==> config.mk <==
export PLATFORM = sky130hd
export DESIGN_NAME = ipr_regs
export DESIGN_NICKNAME = d
export VERILOG_FILES = /design/src/ipr_pkg.sv /design/src/ipr_regs.sv
export SDC_FILE = /design/constraint.sdc
export NUM_CORES = 1
export LEC_CHECK = 0
export ABC_AREA = 0
export ABC_CLOCK_PERIOD_IN_PS = 6530
export BUFFER_PORTS_ARGS = -buffer_cell sky130_fd_sc_hd__buf_2
export CAP_MARGIN = 5
export CORE_AREA = 4 4 87 89
export DETAILED_ROUTE_END_ITERATION = 16
export DIE_AREA = 0 0 91 93
export HOLD_SLACK_MARGIN = 0.1
export PLACE_DENSITY = 0.84
export SLEW_MARGIN = 40
export SYNTH_ARGS = -nofsm -noshare
export SYNTH_HDL_FRONTEND = slang
export SYNTH_SLANG_ARGS = --single-unit
==> constraint.sdc <==
create_clock -name ref_clk -period 6.53 [get_ports ref_clk]
set_clock_uncertainty 0.2 [all_clocks]
set_input_delay 1.306 -clock ref_clk [delete_from_list [all_inputs] [get_ports ref_clk]]
set_output_delay 1.306 -clock ref_clk [all_outputs]
set_load 0.005 [all_outputs]
==> src/ipr_pkg.sv <==
// Package: register map and field layout for the line urgency registers
package ipr_pkg;
  // ---------------------------------------------------------------
  // Register map
  // ---------------------------------------------------------------
  localparam logic [11:0] IRQ_LINES_0_TO_3_PRIORITY_OFS   = 12'h400;
  localparam logic [11:0] IRQ_LINES_4_TO_7_PRIORITY_OFS   = 12'h404;
  localparam logic [11:0] IRQ_LINES_8_TO_11_PRIORITY_OFS  = 12'h408;
  localparam logic [11:0] IRQ_LINES_12_TO_15_PRIORITY_OFS = 12'h40c;
  localparam logic [11:0] PRIO_BASE_OFS                   = 12'h400;
  localparam int          NUM_REGS                        = 4;
  localparam int          LINES_PER_REG                   = 4;
  localparam int          NUM_LINES                       = 16;
  localparam logic [31:0] PRIO_RESET_VAL                  = 32'h0000_0000;
  // ---------------------------------------------------------------
  // Field layout
  // ---------------------------------------------------------------
  localparam int          FIELD_LSB_IN_LANE               = 6;
  localparam int          LANE_WIDTH                      = 8;
  localparam int          FIELD_WIDTH                     = 2;
  localparam logic [1:0]  URGENCY_HIGHEST                 = 2'h0;
  localparam logic [1:0]  URGENCY_LOWEST                  = 2'h3;
  localparam logic [31:0] PRIO_FIELD_MASK                 = 32'hc0c0_c0c0;
  localparam logic [5:0]  VECTOR_OFFSET                   = 6'h10;
  localparam logic [31:0] UNMAPPED_RDATA                  = 32'h0000_0000;
endpackage

==> src/ipr_regs.sv <==
// Design: APB register block for urgency of interrupt lines 0 to 15
//
// Overview of operation
// Four 2-bit fields per register, top of lanes
// Zero is most urgent, three least urgent
// Reset clears every register to zero
// Registers at 0x400 to 0x40c, word stride
// Every field writable and reads back
// Line n maps to vector n plus sixteen
// Reserved bits ignore writes, read zero
`timescale 1ns/1ps
`default_nettype none
module ipr_regs
  import ipr_pkg::*;
(
  input  wire logic        ref_clk,
  input  wire logic        srst,
  input  wire logic        psel,
  input  wire logic        penable,
  input  wire logic        pwrite,
  input  wire logic [11:0] paddr,
  input  wire logic [31:0] pwdata,
  input  wire logic [3:0]  pstrb,
  output logic             pready,
  output logic             pslverr,
  output logic      [31:0] prdata,
  output logic      [31:0] line_urgency,
  output logic      [95:0] line_vector
);
  // ---------------------------------------------------------------
  // Helpers
  // ---------------------------------------------------------------
  // Byte offset of register k
  function automatic logic [11:0] reg_ofs(input int k);
    reg_ofs = PRIO_BASE_OFS + 12'(4 * k);
  endfunction

  // Urgency field held in one byte lane of a register word
  function automatic logic [1:0] field_of(input logic [31:0] word,
                                          input int          lane);
    field_of = word[LANE_WIDTH*lane+FIELD_LSB_IN_LANE +: FIELD_WIDTH];
  endfunction

  // ---------------------------------------------------------------
  // Address decode
  // ---------------------------------------------------------------
  logic [31:0] prio_q [NUM_REGS];
  logic [31:0] prio_d [NUM_REGS];
  logic [NUM_REGS-1:0] hit;
  logic        any_hit;
  logic        wr_acc;
  logic [31:0] lane_mask;
  logic [31:0] rd_mux;
  logic        rd_setup;

  assign any_hit   = |hit;
  assign rd_setup  = psel && !penable && !pwrite;
  assign wr_acc    = psel && penable && pwrite;
  assign pready    = 1'b1;
  assign pslverr   = psel && penable && !any_hit;
  assign lane_mask = {{8{pstrb[3]}}, {8{pstrb[2]}},
                      {8{pstrb[1]}}, {8{pstrb[0]}}} & PRIO_FIELD_MASK;

  generate
    for (genvar k = 0; k < NUM_REGS; k++) begin : g_reg
      // Word decode in line order
      assign hit[k] = (paddr == reg_ofs(k));

      property p_reg_reset;
        @(posedge ref_clk) srst |=> (prio_q[k] == PRIO_RESET_VAL);
      endproperty
      a_reg_reset: assert property (p_reg_reset)
        else $error("Register not cleared by reset");

      assign prio_d[k] = (wr_acc && hit[k]) ?
        ((prio_q[k] & ~lane_mask) | (pwdata & lane_mask)) : prio_q[k];
      always_ff @(posedge ref_clk) begin
        if (srst) begin
          prio_q[k] <= PRIO_RESET_VAL;
        end else begin
          prio_q[k] <= prio_d[k];
        end
      end
      for (genvar j = 0; j < LINES_PER_REG; j++) begin : g_line
        // Field for line 4k+j at bits [8j+7:8j+6]
        assign line_urgency[2*(4*k+j) +: 2] =
          field_of(prio_q[k], j);
        assign line_vector[6*(4*k+j) +: 6] =
          6'(4*k+j) + VECTOR_OFFSET;

        property p_field_write;
          @(posedge ref_clk) disable iff (srst)
            (wr_acc && hit[k] && pstrb[j]) |=>
              (line_urgency[2*(4*k+j) +: 2] ==
                $past(pwdata[LANE_WIDTH*j+FIELD_LSB_IN_LANE +: 2]));
        endproperty
        a_field_write: assert property (p_field_write)
          else $error("Strobed field not written");

        property p_strobe_keep;
          @(posedge ref_clk) disable iff (srst)
            (wr_acc && hit[k] && !pstrb[j]) |=>
              $stable(line_urgency[2*(4*k+j) +: 2]);
        endproperty
        a_strobe_keep: assert property (p_strobe_keep)
          else $error("Unstrobed field changed");

        property p_lane_readback;
          @(posedge ref_clk) disable iff (srst)
            (rd_setup && hit[k]) |=>
              (prdata[LANE_WIDTH*j+FIELD_LSB_IN_LANE +: 2] ==
                line_urgency[2*(4*k+j) +: 2]);
        endproperty
        a_lane_readback: assert property (p_lane_readback)
          else $error("Read lane differs from stored field");
      end
    end
  endgenerate

  // ---------------------------------------------------------------
  // Read data
  // ---------------------------------------------------------------
  always_comb begin
    rd_mux = UNMAPPED_RDATA;
    for (int k = 0; k < NUM_REGS; k++) begin
      if (hit[k]) begin
        rd_mux = prio_q[k] & PRIO_FIELD_MASK;
      end
    end
  end

  always_ff @(posedge ref_clk) begin
    if (srst) begin
      prdata <= UNMAPPED_RDATA;
    end else if (rd_setup) begin
      prdata <= rd_mux;
    end
  end

  // ---------------------------------------------------------------
  // Assertions
  // ---------------------------------------------------------------
  property p_reserved_zero;
    @(posedge ref_clk) disable iff (srst)
      ((prio_q[0] | prio_q[1] | prio_q[2] | prio_q[3]) & ~PRIO_FIELD_MASK)
        == 32'h0000_0000;
  endproperty
  a_reserved_zero: assert property (p_reserved_zero)
    else $error("Reserved bit set");

  property p_reset_clear;
    @(posedge ref_clk) srst |=> (line_urgency == 32'h0000_0000);
  endproperty
  a_reset_clear: assert property (p_reset_clear)
    else $error("Urgency not cleared by reset");

  property p_write_lands;
    @(posedge ref_clk) disable iff (srst)
      (wr_acc && hit[0] && pstrb[0]) |=>
        (line_urgency[1:0] == $past(pwdata[7:6]));
  endproperty
  a_write_lands: assert property (p_write_lands)
    else $error("Line 0 field not written");

  property p_readback;
    @(posedge ref_clk) disable iff (srst)
      (psel && !penable && !pwrite && hit[3]) |=>
        (prdata[31:30] == line_urgency[31:30]);
  endproperty
  a_readback: assert property (p_readback)
    else $error("Read does not return stored value");

  property p_hold;
    @(posedge ref_clk) disable iff (srst)
      (!wr_acc && !srst) |=> $stable(line_urgency);
  endproperty
  a_hold: assert property (p_hold)
    else $error("Urgency changed without write");

  property p_decode;
    @(posedge ref_clk) disable iff (srst)
      (paddr == 12'h40c) |-> hit[3] && !pslverr;
  endproperty
  a_decode: assert property (p_decode)
    else $error("Top register not decoded");

  property p_vector;
    @(posedge ref_clk) line_vector[95:90] == 6'h1f;
  endproperty
  a_vector: assert property (p_vector)
    else $error("Vector of line 15 wrong");

  property p_unmapped;
    @(posedge ref_clk) disable iff (srst)
      (psel && !penable && !pwrite && !any_hit) |=> prdata == 32'h0;
  endproperty
  a_unmapped: assert property (p_unmapped)
    else $error("Unmapped read not zero");

  property p_unmapped_write;
    @(posedge ref_clk) disable iff (srst)
      (wr_acc && !any_hit) |=> $stable(line_urgency);
  endproperty
  a_unmapped_write: assert property (p_unmapped_write)
    else $error("Unmapped write changed a field");

  property p_read_mask;
    @(posedge ref_clk) disable iff (srst)
      (rd_setup && any_hit) |=> ((prdata & ~PRIO_FIELD_MASK) == 32'h0);
  endproperty
  a_read_mask: assert property (p_read_mask)
    else $error("Reserved bits read nonzero");

  property p_reset_rdata;
    @(posedge ref_clk) srst |=> (prdata == 32'h0000_0000);
  endproperty
  a_reset_rdata: assert property (p_reset_rdata)
    else $error("Read data not cleared by reset");

  property p_vector_base;
    @(posedge ref_clk) line_vector[5:0] == VECTOR_OFFSET;
  endproperty
  a_vector_base: assert property (p_vector_base)
    else $error("Vector of line 0 wrong");

  c_write: cover property (@(posedge ref_clk) wr_acc && hit[2]);
  c_read: cover property (@(posedge ref_clk) psel && !pwrite && hit[1]);
  c_lowest: cover property (@(posedge ref_clk)
    line_urgency[31:30] == URGENCY_LOWEST);
  c_unmapped: cover property (@(posedge ref_clk) pslverr);
  c_strobe: cover property (@(posedge ref_clk) wr_acc && pstrb != 4'hf);
endmodule
`default_nettype wire

==> results.md, run 1 <==
* Run status: finished clean
* Ant diodes at 0
* CTS root buffer: clkbuf_8
* Rel. slew slack at 0.530
* RSZ-0062 raised after global routing: no
* DRC at 0
* Initial Util at 0.432
* Hold Crit Class: flip-flop to flip-flop
* Port Buffer Count at 69
* Via count of the first global-routing pass at 1940
* Post-DP HPWL at 5.07 mm
* Kind of critical path: primary input to output port
* VDD IR max at 0.183 mV
* Slowest cell on the critical path: or4_1
* Combinational share of power at 0.104
* P_leak at 1.59 nW
* CTS tree: built
* Critical Path Max Stage Delay at ~0.80 ns
* # setup viols final at 0
* Sw Ratio at 0.253
* Initial antenna violation count at 0
* First-pass GRT wire length at 9.35 mm
* Hold_ws at 0.245 ns
* CP Cell Sequence: buf_2 -> or4_1 -> nor2_1 -> a21oi_1 -> buf_2
* Worst-path clk slew at 0.08 ns
* MaxCap Viol Count at 0
* Chip Width at 91 um
* Grt ovf at 0
* Maximum fanout along the worst path at 10
* Setup crit start kind: primary input
* WL per Instance at 13.7 um
* Worst Path Required at around 5.0 ns
* #FFs+latches synth at 40
* GRT Overall Usage at 0.136
* Sequential share of power at 0.476
* Num rows at 30
* CTS max path bufs at 2
* Top-Level Pins at 215
* Pwr per Cell Area at approximately 170 nW/um^2
* R2R cell count at 3
* Core ar. at between 6000 and 7000 um^2
* Share of layout cells above drive strength 1 at 0.245
* Average size of a mapped cell at around 8.8 um^2
* Tcrit/Tclk final at 0.654
* Slew @ Worst Pin at around 0.70 ns
* FF/Latch Area at 801 um^2
* Post-route antenna net violation count at 0
* Die area at 8460 um^2
* Vias at 2192
* Post-Syn Instances at between 300 and 400
* Arr. time, crit path at 2.77 ns
* Crit path capture type: output port
* Fill count at 659
* Switching power at between 0.1 and 0.15 mW
* Sequential area share after synthesis at 0.274
* Detailed-router iteration count before antenna repair at 5
* Final RePlAce weighted congestion at 0.893
* Starting DRT DRC Count at 76
* Unique masters post-synth at 30
* Htree depth at 2
* Dpl ws at 2.27 ns
* CTS sink count at 40
* Area delta synth->final at 1.84%
* Hold buffers post-CTS at 0
* Most frequent CP cell: buf_2
* Slew Limit Fails at 0
* Largest net degree at the start of global routing at 45
* Clock latency on the worst-skew pair at between 0.2 and 0.3 ns
* Vias/cell at between 4 and 5
* Power Internal at ~0.38 mW
* TritonCTS buffer count at 5
* Clock power frac at 0.419
* WP depth at 5
* Crit path time final at roughly 4.3 ns
* Yosys warns at 0
* Total negative slack at 0 ns
* # nets final at approximately 450
* Resized cells post-CTS at 0
* Crit path buf inv count at 2
* WHS Path Cells at 2
* DIE HEIGHT at between 90 and 100 um
* Area of the multi-input gates at approximately 1600 um^2
* CP top delay family: simple AND/OR/NAND/NOR gates
* Total Routed Length at around 6.5 mm
* Worst setup margin at 2.26 ns
* Setup Buffers After CTS at 0
* Hold Fails Final Rpt at 0
* Mapped Area at 2920 um^2
* Max Clk Rate at 234 MHz
worst min-delay path, cell delays in order, from the launching register on:
cell and delay, ns:
dfxtp_1 0.31, nand2_1 0.05, o21ai_1 0.05
kinds of logic after synthesis:
family,count (synthesis),synth area share
compound gates,15,0.0334
buf+inv,134,0.332
flops,40,0.274
mux,40,0.148
other cells,2,0.00257
simple gates,102,0.210
placed cells by master, fill, tap and decap left out, types with 2 or more instances in the layout:
cell type,Yosys,layout
mux2i_1,32,32
o221ai_1,6,6
and4_1,3,3
nand2b_1,25,25
mux2_2,6,6
buf_2,1,69
nand4_1,9,9
dfxtp_1,40,40
nor2_1,28,28
conb_1,2,121
o21ai_1,6,6
nor4_2,6,7
mux4_2,2,2
a21oi_1,3,3
clkbuf_8,0,6
nand2_1,19,19
or4_1,2,2
path summary, 6_finish.rpt:
| check | startpoint | end | slack (ns) |
|---|---|---|---|
| hold reg to reg | prdata[14] | prdata[14] | 0.24 |
| setup / recovery | paddr[7] | pslverr | 2.26 |
| hold / removal | prdata[14] | prdata[14] | 0.24 |
| setup reg to reg | flip-flop | prdata[15] | 5.20 |
final cells by class:
type / instances / area share
tap: 80 / 0.0337
clock buffer: 6 / 0.0278
timing repair buffer: 69 / 0.116
clock inverter: 2 / 0.0130
multi-input combinational: 278 / 0.539
inverter: 1 / 0.00126
sequential: 40 / 0.269
metal layers:
metal  global-route usage  wire length, um  part of all wire
met1                0.135             2230              0.34
met2                0.265             3370              0.52
met3               0.0354              773              0.12
met4               0.0565              151             0.023
met5                    0                0                 0
power groups by stage:
stage / logic, mW / clock network (mW) / registers (mW)
2_1_floorplan: 0.0867 / 0 / 0.249
3_3_place_gp: 0.0477 / 0 / 0.249
3_5_place_dp: 0.0486 / 0 / 0.249
4_1_cts: 0.0492 / 0.216 / 0.244
5_1_grt: 0.0588 / 0.226 / 0.244
6_report: 0.0532 / 0.215 / 0.244
cells in the mapped netlist:
master	n	area, um^2
nand2_1	19	71.3
or4_4	1	11.3
nor3b_1	1	7.51
a21oi_1	3	15.0
nor4_4	1	21.3
nor4_2	6	75.1
nor2_1	28	105
mux2i_1	32	320
or4bb_1	1	11.3
or4b_4	1	13.8
o221ai_1	6	52.6
nand2b_1	25	156
nand4_1	9	56.3
mux2_2	6	67.6
buf_4	122	916
or4_1	2	15.0
and4_1	3	26.3
buf_6	1	11.3
nor4_1	2	12.5
clkbuf_1	7	26.3
or4b_2	1	10.0
or3b_2	1	8.76
inv_1	1	3.75
buf_1	2	7.51
buf_2	1	5.00
o21ai_1	6	30.0
dfxtp_1	40	801
conb_1	2	7.51
mux4_2	2	45.0
and4b_1	1	10.0
through the flow:
step           total power [mW]   util  cell area [um^2]  instances
6_report                  0.511  0.440              2970        476
5_1_grt                   0.528  0.440              2970        476
4_1_cts                   0.509  0.439              2970        476
3_5_place_dp              0.298  0.421              2850        468
3_3_place_gp              0.297  0.421              2850        468
2_1_floorplan             0.336      -              3370        452
Note: power is estimated with default switching activity, not from simulation.
==> inputs of run 2 (changes only) <==
--- a/config.mk
+++ b/config.mk
@@ -6,14 +6,14 @@
 export NUM_CORES = 1
 export LEC_CHECK = 0
 export ABC_AREA = 0
-export ABC_CLOCK_PERIOD_IN_PS = 6530
+export ABC_CLOCK_PERIOD_IN_PS = 4400
 export BUFFER_PORTS_ARGS = -buffer_cell sky130_fd_sc_hd__buf_2
 export CAP_MARGIN = 5
-export CORE_AREA = 4 4 87 89
+export CORE_AREA = 4 4 90 92
 export DETAILED_ROUTE_END_ITERATION = 16
-export DIE_AREA = 0 0 91 93
+export DIE_AREA = 0 0 94 96
 export HOLD_SLACK_MARGIN = 0.1
-export PLACE_DENSITY = 0.84
+export PLACE_DENSITY = 0.79
 export SLEW_MARGIN = 40
 export SYNTH_ARGS = -nofsm -noshare
 export SYNTH_HDL_FRONTEND = slang
==> constraint.sdc (replaced) <==
create_clock -name ref_clk -period 4.4 [get_ports ref_clk]
set_clock_uncertainty 0.2 [all_clocks]
set_input_delay 0.88 -clock ref_clk [delete_from_list [all_inputs] [get_ports ref_clk]]
set_output_delay 0.88 -clock ref_clk [all_outputs]
set_load 0.005 [all_outputs]
==> results.md, run 2 (synthesis results as in run 1) <==
* Detailed-router iteration count before antenna repair at 4
* Setup crit start kind: primary input
* Tcrit/Tclk final at 0.764
* Top-Level Pins at 215
* Hold buffers post-CTS at 0
* Largest net degree at the start of global routing at 45
* Power Internal at 0.581 mW
* Slew Limit Fails at 0
* Fin util at 0.416
* WHS Path Cells at 2
* Critical Path Max Stage Delay at 0.79 ns
* Slew @ Worst Pin at 0.727 ns
* DIE HEIGHT at about 96 um
* Slowest cell on the critical path: or4_1
* FF/Latch Area at 801 um^2
* Clock power frac at 0.426
* Sw Ratio at 0.240
* RSZ-0062 raised after global routing: no
* Hold_ws at between 0.2 and 0.25 ns
* Crit path capture type: output port
* Clock latency on the worst-skew pair at 0.29 ns
* Die area at 9020 um^2
* Placed cells at 488
* CTS root buffer: clkbuf_8
* Arr. time, crit path at 2.28 ns
* # setup viols final at 0
* Post-DP HPWL at 5.15 mm
* Dpl cell area at 2880 um^2
* MaxCap Viol Count at 0
* Starting DRT DRC Count at 42
* Most common cell after layout, fill and taps aside: conb_1
* WP depth at 5
* P_leak at 1.60 nW
* CTS sink count at 40
* Area delta synth->final at 2.87%
* CTS max path bufs at 2
* Vias/cell at 4.20
* Fill count at 693
* Grt ovf at 0
* Chip Width at 94 um
* Crit path buf inv count at 2
* CP top delay family: simple AND/OR/NAND/NOR gates
* Share of layout cells above drive strength 1 at 0.244
* Final instance area at around 3000 um^2
* TritonCTS buffer count at 5
* Sequential share of power at 0.473
* Post-route antenna net violation count at 0
* Initial Util at 0.405
* CP Cell Sequence: buf_2 -> or4_1 -> nor2_1 -> a21oi_1 -> buf_2
* Resized cells post-CTS at 0
* Setup Buffers After CTS at 0
* First-pass GRT wire length at 8.89 mm
* Post-route insts no fill at 496
* DRC at 0
* Pwr per Cell Area at 255 nW/um^2
* Rel. slew slack at 0.511
* Via count of the first global-routing pass at 1878
* Area of the multi-input gates at between 1500 and 2000 um^2
* Ant diodes at 0
* Worst-path clk slew at 0.08 ns
* Combinational share of power at 0.101
* CTS tree: built
* WL per Instance at 12.5 um
* Worst Path Required at 3.32 ns
* Crit path time final at roughly 3.4 ns
* R2R cell count at 3
* Total negative slack at 0 ns
* Most frequent cells in the layout: 121 x conb_1, 69 x buf_2, 40 x dfxtp_1
* Vias at between 2000 and 2500
* Num rows at 31
* Hold Fails Final Rpt at 0
* Initial antenna violation count at 0
* Htree depth at 2
* Total Routed Length at 6.21 mm
* Switching power at about 0.18 mW
* Hold Crit Class: flip-flop to flip-flop
* Kind of critical path: primary input to output port
* Most frequent CP cell: buf_2
* VDD IR max at 0.206 mV
* # nets final at 449
* Run status: finished clean
* Max Clk Rate at about 300 MHz
* GRT Overall Usage at 0.125
* Maximum fanout along the worst path at 10
* Port Buffer Count at 69
* Core ar. at 7210 um^2
* Final RePlAce weighted congestion at just under 0.9
==> run 2: changes by cell type in the layout (fill, tap and decap cells not counted), sizes merged <==
cell / delta
clkinv: -1
buf: +1
clkbuf: +1
==> run 2: layout make-up <==
type,instances,share of cell area
Clock inverter,1,0.0100
Multi-Input combinational cell,278,0.531
Tap cell,99,0.0412
Timing Repair Buffer,70,0.117
Inverter,1,0.00125
Sequential cell,40,0.267
Clock buffer,7,0.0321
==> run 2: worst reg2reg max path, stage by stage (launching register included) <==
cell	delay, ns
dfxtp_1	0.35
mux4_2	0.48
nand4_1	0.11
a21oi_1	0.07
==> run 2: per-layer routing <==
| metal | GRT usage | share of wire | vias up | wire length [um] |
|---|---|---|---|---|
| met5 | 0 | 0 | - | 0 |
| met4 | 0.0481 | 0.014 | 0 | 85 |
| met3 | 0.0266 | 0.11 | 9 | 664 |
| met2 | 0.229 | 0.50 | 130 | 3130 |
| met1 | 0.142 | 0.37 | 944 | 2320 |
| li1 | - | - | 1001 | - |
==> run 2: worst paths after layout <==
check,slack (ns),to,startpoint
setup / recovery,1.04,pslverr,paddr[7]
hold / removal,0.25,prdata[31],prdata[31]
hold reg to reg,0.25,prdata[31],prdata[31]
setup reg to reg,3.06,prdata[15],flip-flop
==> run 2: power groups by stage <==
stage | logic [mW] | registers, mW | clock network [mW]
3_5_place_dp | 0.0726 | 0.370 | 0
5_1_grt | 0.0886 | 0.362 | 0.344
6_report | 0.0776 | 0.362 | 0.326
2_1_floorplan | 0.129 | 0.370 | 0
3_3_place_gp | 0.0719 | 0.370 | 0
4_1_cts | 0.0729 | 0.362 | 0.332
==> run 2: per-stage QoR <==
step,setup slack [ns],total power [mW]
6_report,1.04,0.765
5_1_grt,0.944,0.794
3_3_place_gp,1.06,0.442
3_5_place_dp,1.04,0.443
2_1_floorplan,1.49,0.499
4_1_cts,1.05,0.767
==> inputs of run 3 (changes only) <==
--- a/config.mk
+++ b/config.mk
@@ -6,7 +6,7 @@
 export NUM_CORES = 1
 export LEC_CHECK = 0
 export ABC_AREA = 0
-export ABC_CLOCK_PERIOD_IN_PS = 4400
+export ABC_CLOCK_PERIOD_IN_PS = 3250
 export BUFFER_PORTS_ARGS = -buffer_cell sky130_fd_sc_hd__buf_2
 export CAP_MARGIN = 5
 export CORE_AREA = 4 4 90 92
==> constraint.sdc (replaced) <==
create_clock -name ref_clk -period 3.25 [get_ports ref_clk]
set_clock_uncertainty 0.2 [all_clocks]
set_input_delay 0.65 -clock ref_clk [delete_from_list [all_inputs] [get_ports ref_clk]]
set_output_delay 0.65 -clock ref_clk [all_outputs]
set_load 0.005 [all_outputs]
==> results.md, run 3 (synthesis results as in run 1) <==
* CTS root buffer: clkbuf_8
* Total negative slack at 0 ns
* Maximum fanout along the worst path at 7
* Crit path buf inv count at 2
* Starting DRT DRC Count at 46
* P_leak at roughly 1.6 nW
* Slowest cell on the critical path: or4_1
* Most frequent cells in the layout: 121 x conb_1, 69 x buf_2, 40 x dfxtp_1
* Post-DP HPWL at 5.18 mm
* Max Clk Rate at around 350 MHz
* Slew @ Worst Pin at 0.671 ns
* Num rows at 31
* CTS tree: built
* Slew Limit Fails at 0
* Final RePlAce weighted congestion at roughly 0.86
* Hold buffers post-CTS at 0
* Total Routed Length at 6.26 mm
* Rel. slew slack at 0.549
* Ant diodes at 0
* CP Cell Sequence: buf_2 -> or4_1 -> nor2_1 -> a21oi_1 -> buf_2
* Setup crit start kind: primary input
* Clock latency on the worst-skew pair at 0.29 ns
* Most frequent CP cell: buf_2
* Largest net degree at the start of global routing at 42
* RSZ-0062 raised after global routing: no
* Pwr per Cell Area at between 300 and 400 nW/um^2
* CTS sink count at 40
* Core ar. at 7210 um^2
* Chip Width at roughly 94 um
* Vias/cell at 4.32
* VDD IR max at 0.223 mV
* DIE HEIGHT at 96 um
* Grt ovf at 0
* Resized cells post-CTS at 0
* First-pass GRT wire length at 9.01 mm
* TritonCTS buffer count at 5
* Tcrit/Tclk final at 0.871
* Worst-path clk slew at 0.07 ns
* Htree depth at 2
* Tot Pwr at about 1.0 mW
* Arr. time, crit path at a little under 2 ns
* Hold Crit Class: flip-flop to flip-flop
* Setup Buffers After CTS at 0
* Share of layout cells above drive strength 1 at 0.248
* Area delta synth->final at 3.38%
* GRT Overall Usage at 0.127
* Run status: finished clean
* Via count of the first global-routing pass at 1903
* Initial Util at 0.405
* Post-route antenna net violation count at 0
* MaxCap Viol Count at 0
* Hold Fails Final Rpt at 0
* # nets final at 451
* Detailed-router iteration count before antenna repair at 4
* Crit path capture type: output port
* Die area at about 9000 um^2
* Initial antenna violation count at 0
* Worst Path Required at about 2.4 ns
* Top-Level Pins at 215
* CTS max path bufs at 2
* Kind of critical path: primary input to output port
* Critical Path Max Stage Delay at 0.73 ns
* Vias at between 2000 and 2500
* WL per Instance at 12.6 um
* Port Buffer Count at 69
* CP top delay family: simple AND/OR/NAND/NOR gates
* Most common cell after layout, fill and taps aside: conb_1
* DRC at 0
* # setup viols final at 0
* Crit path time final at 2.83 ns
==> run 3: layout make-up <==
type | instances | area, um^2
Timing Repair Buffer | 72 | 368
Tap cell | 99 | 124
Clock inverter | 1 | 30.0
Fill cell | 698 | 4200
Multi-Input combinational cell | 278 | 1600
Clock buffer | 7 | 96.3
Inverter | 1 | 3.75
Sequential cell | 40 | 801
==> run 3: metrics by stage <==
stage                     utilization  hold WS [ns]  setup WS [ns]  instance area, um^2  instances
after floorplan                     -         0.243          0.802                 3370        452
after global placement          0.401         0.238          0.442                 2890        490
after detailed placement        0.401         0.243          0.423                 2890        490
after CTS                       0.418         0.253          0.422                 3020        498
after global routing            0.418         0.268          0.340                 3020        498
final                           0.418         0.249          0.420                 3020        498
==> run 3: report_power, final <==
part / leakage, nW / total [mW] / internal (mW) / switching, mW
Clock: 0.0645 / 0.444 / 0.271 / 0.173
Sequential: 0.322 / 0.490 / 0.490 / 0.00000717
Combinational: 1.22 / 0.107 / 0.0279 / 0.0794
Total: 1.61 / 1.04 / 0.788 / 0.252
==> run 3: per-layer routing <==
metal / global-route usage / vias to the layer above / routed length (um)
li1: - / 1013 / -
met1: 0.144 / 970 / 2340
met2: 0.229 / 149 / 3120
met3: 0.0266 / 17 / 652
met4: 0.0542 / 0 / 146
met5: 0 / - / 0
==> run 3: path summary, 6_finish.rpt <==
kind              from         end  slack (ns)  cells past startpoint
max           paddr[7]     pslverr        0.42                      5
min          prdata[7]   prdata[7]        0.25                      2
max reg2reg  flip-flop  prdata[15]        1.95                      3
min reg2reg  prdata[7]   prdata[7]        0.25                      2
==> run 3: worst min-delay path: stages (launching register included) <==
cell and delay, ns:
dfxtp_1 0.31, nand2_1 0.05, o21ai_1 0.05
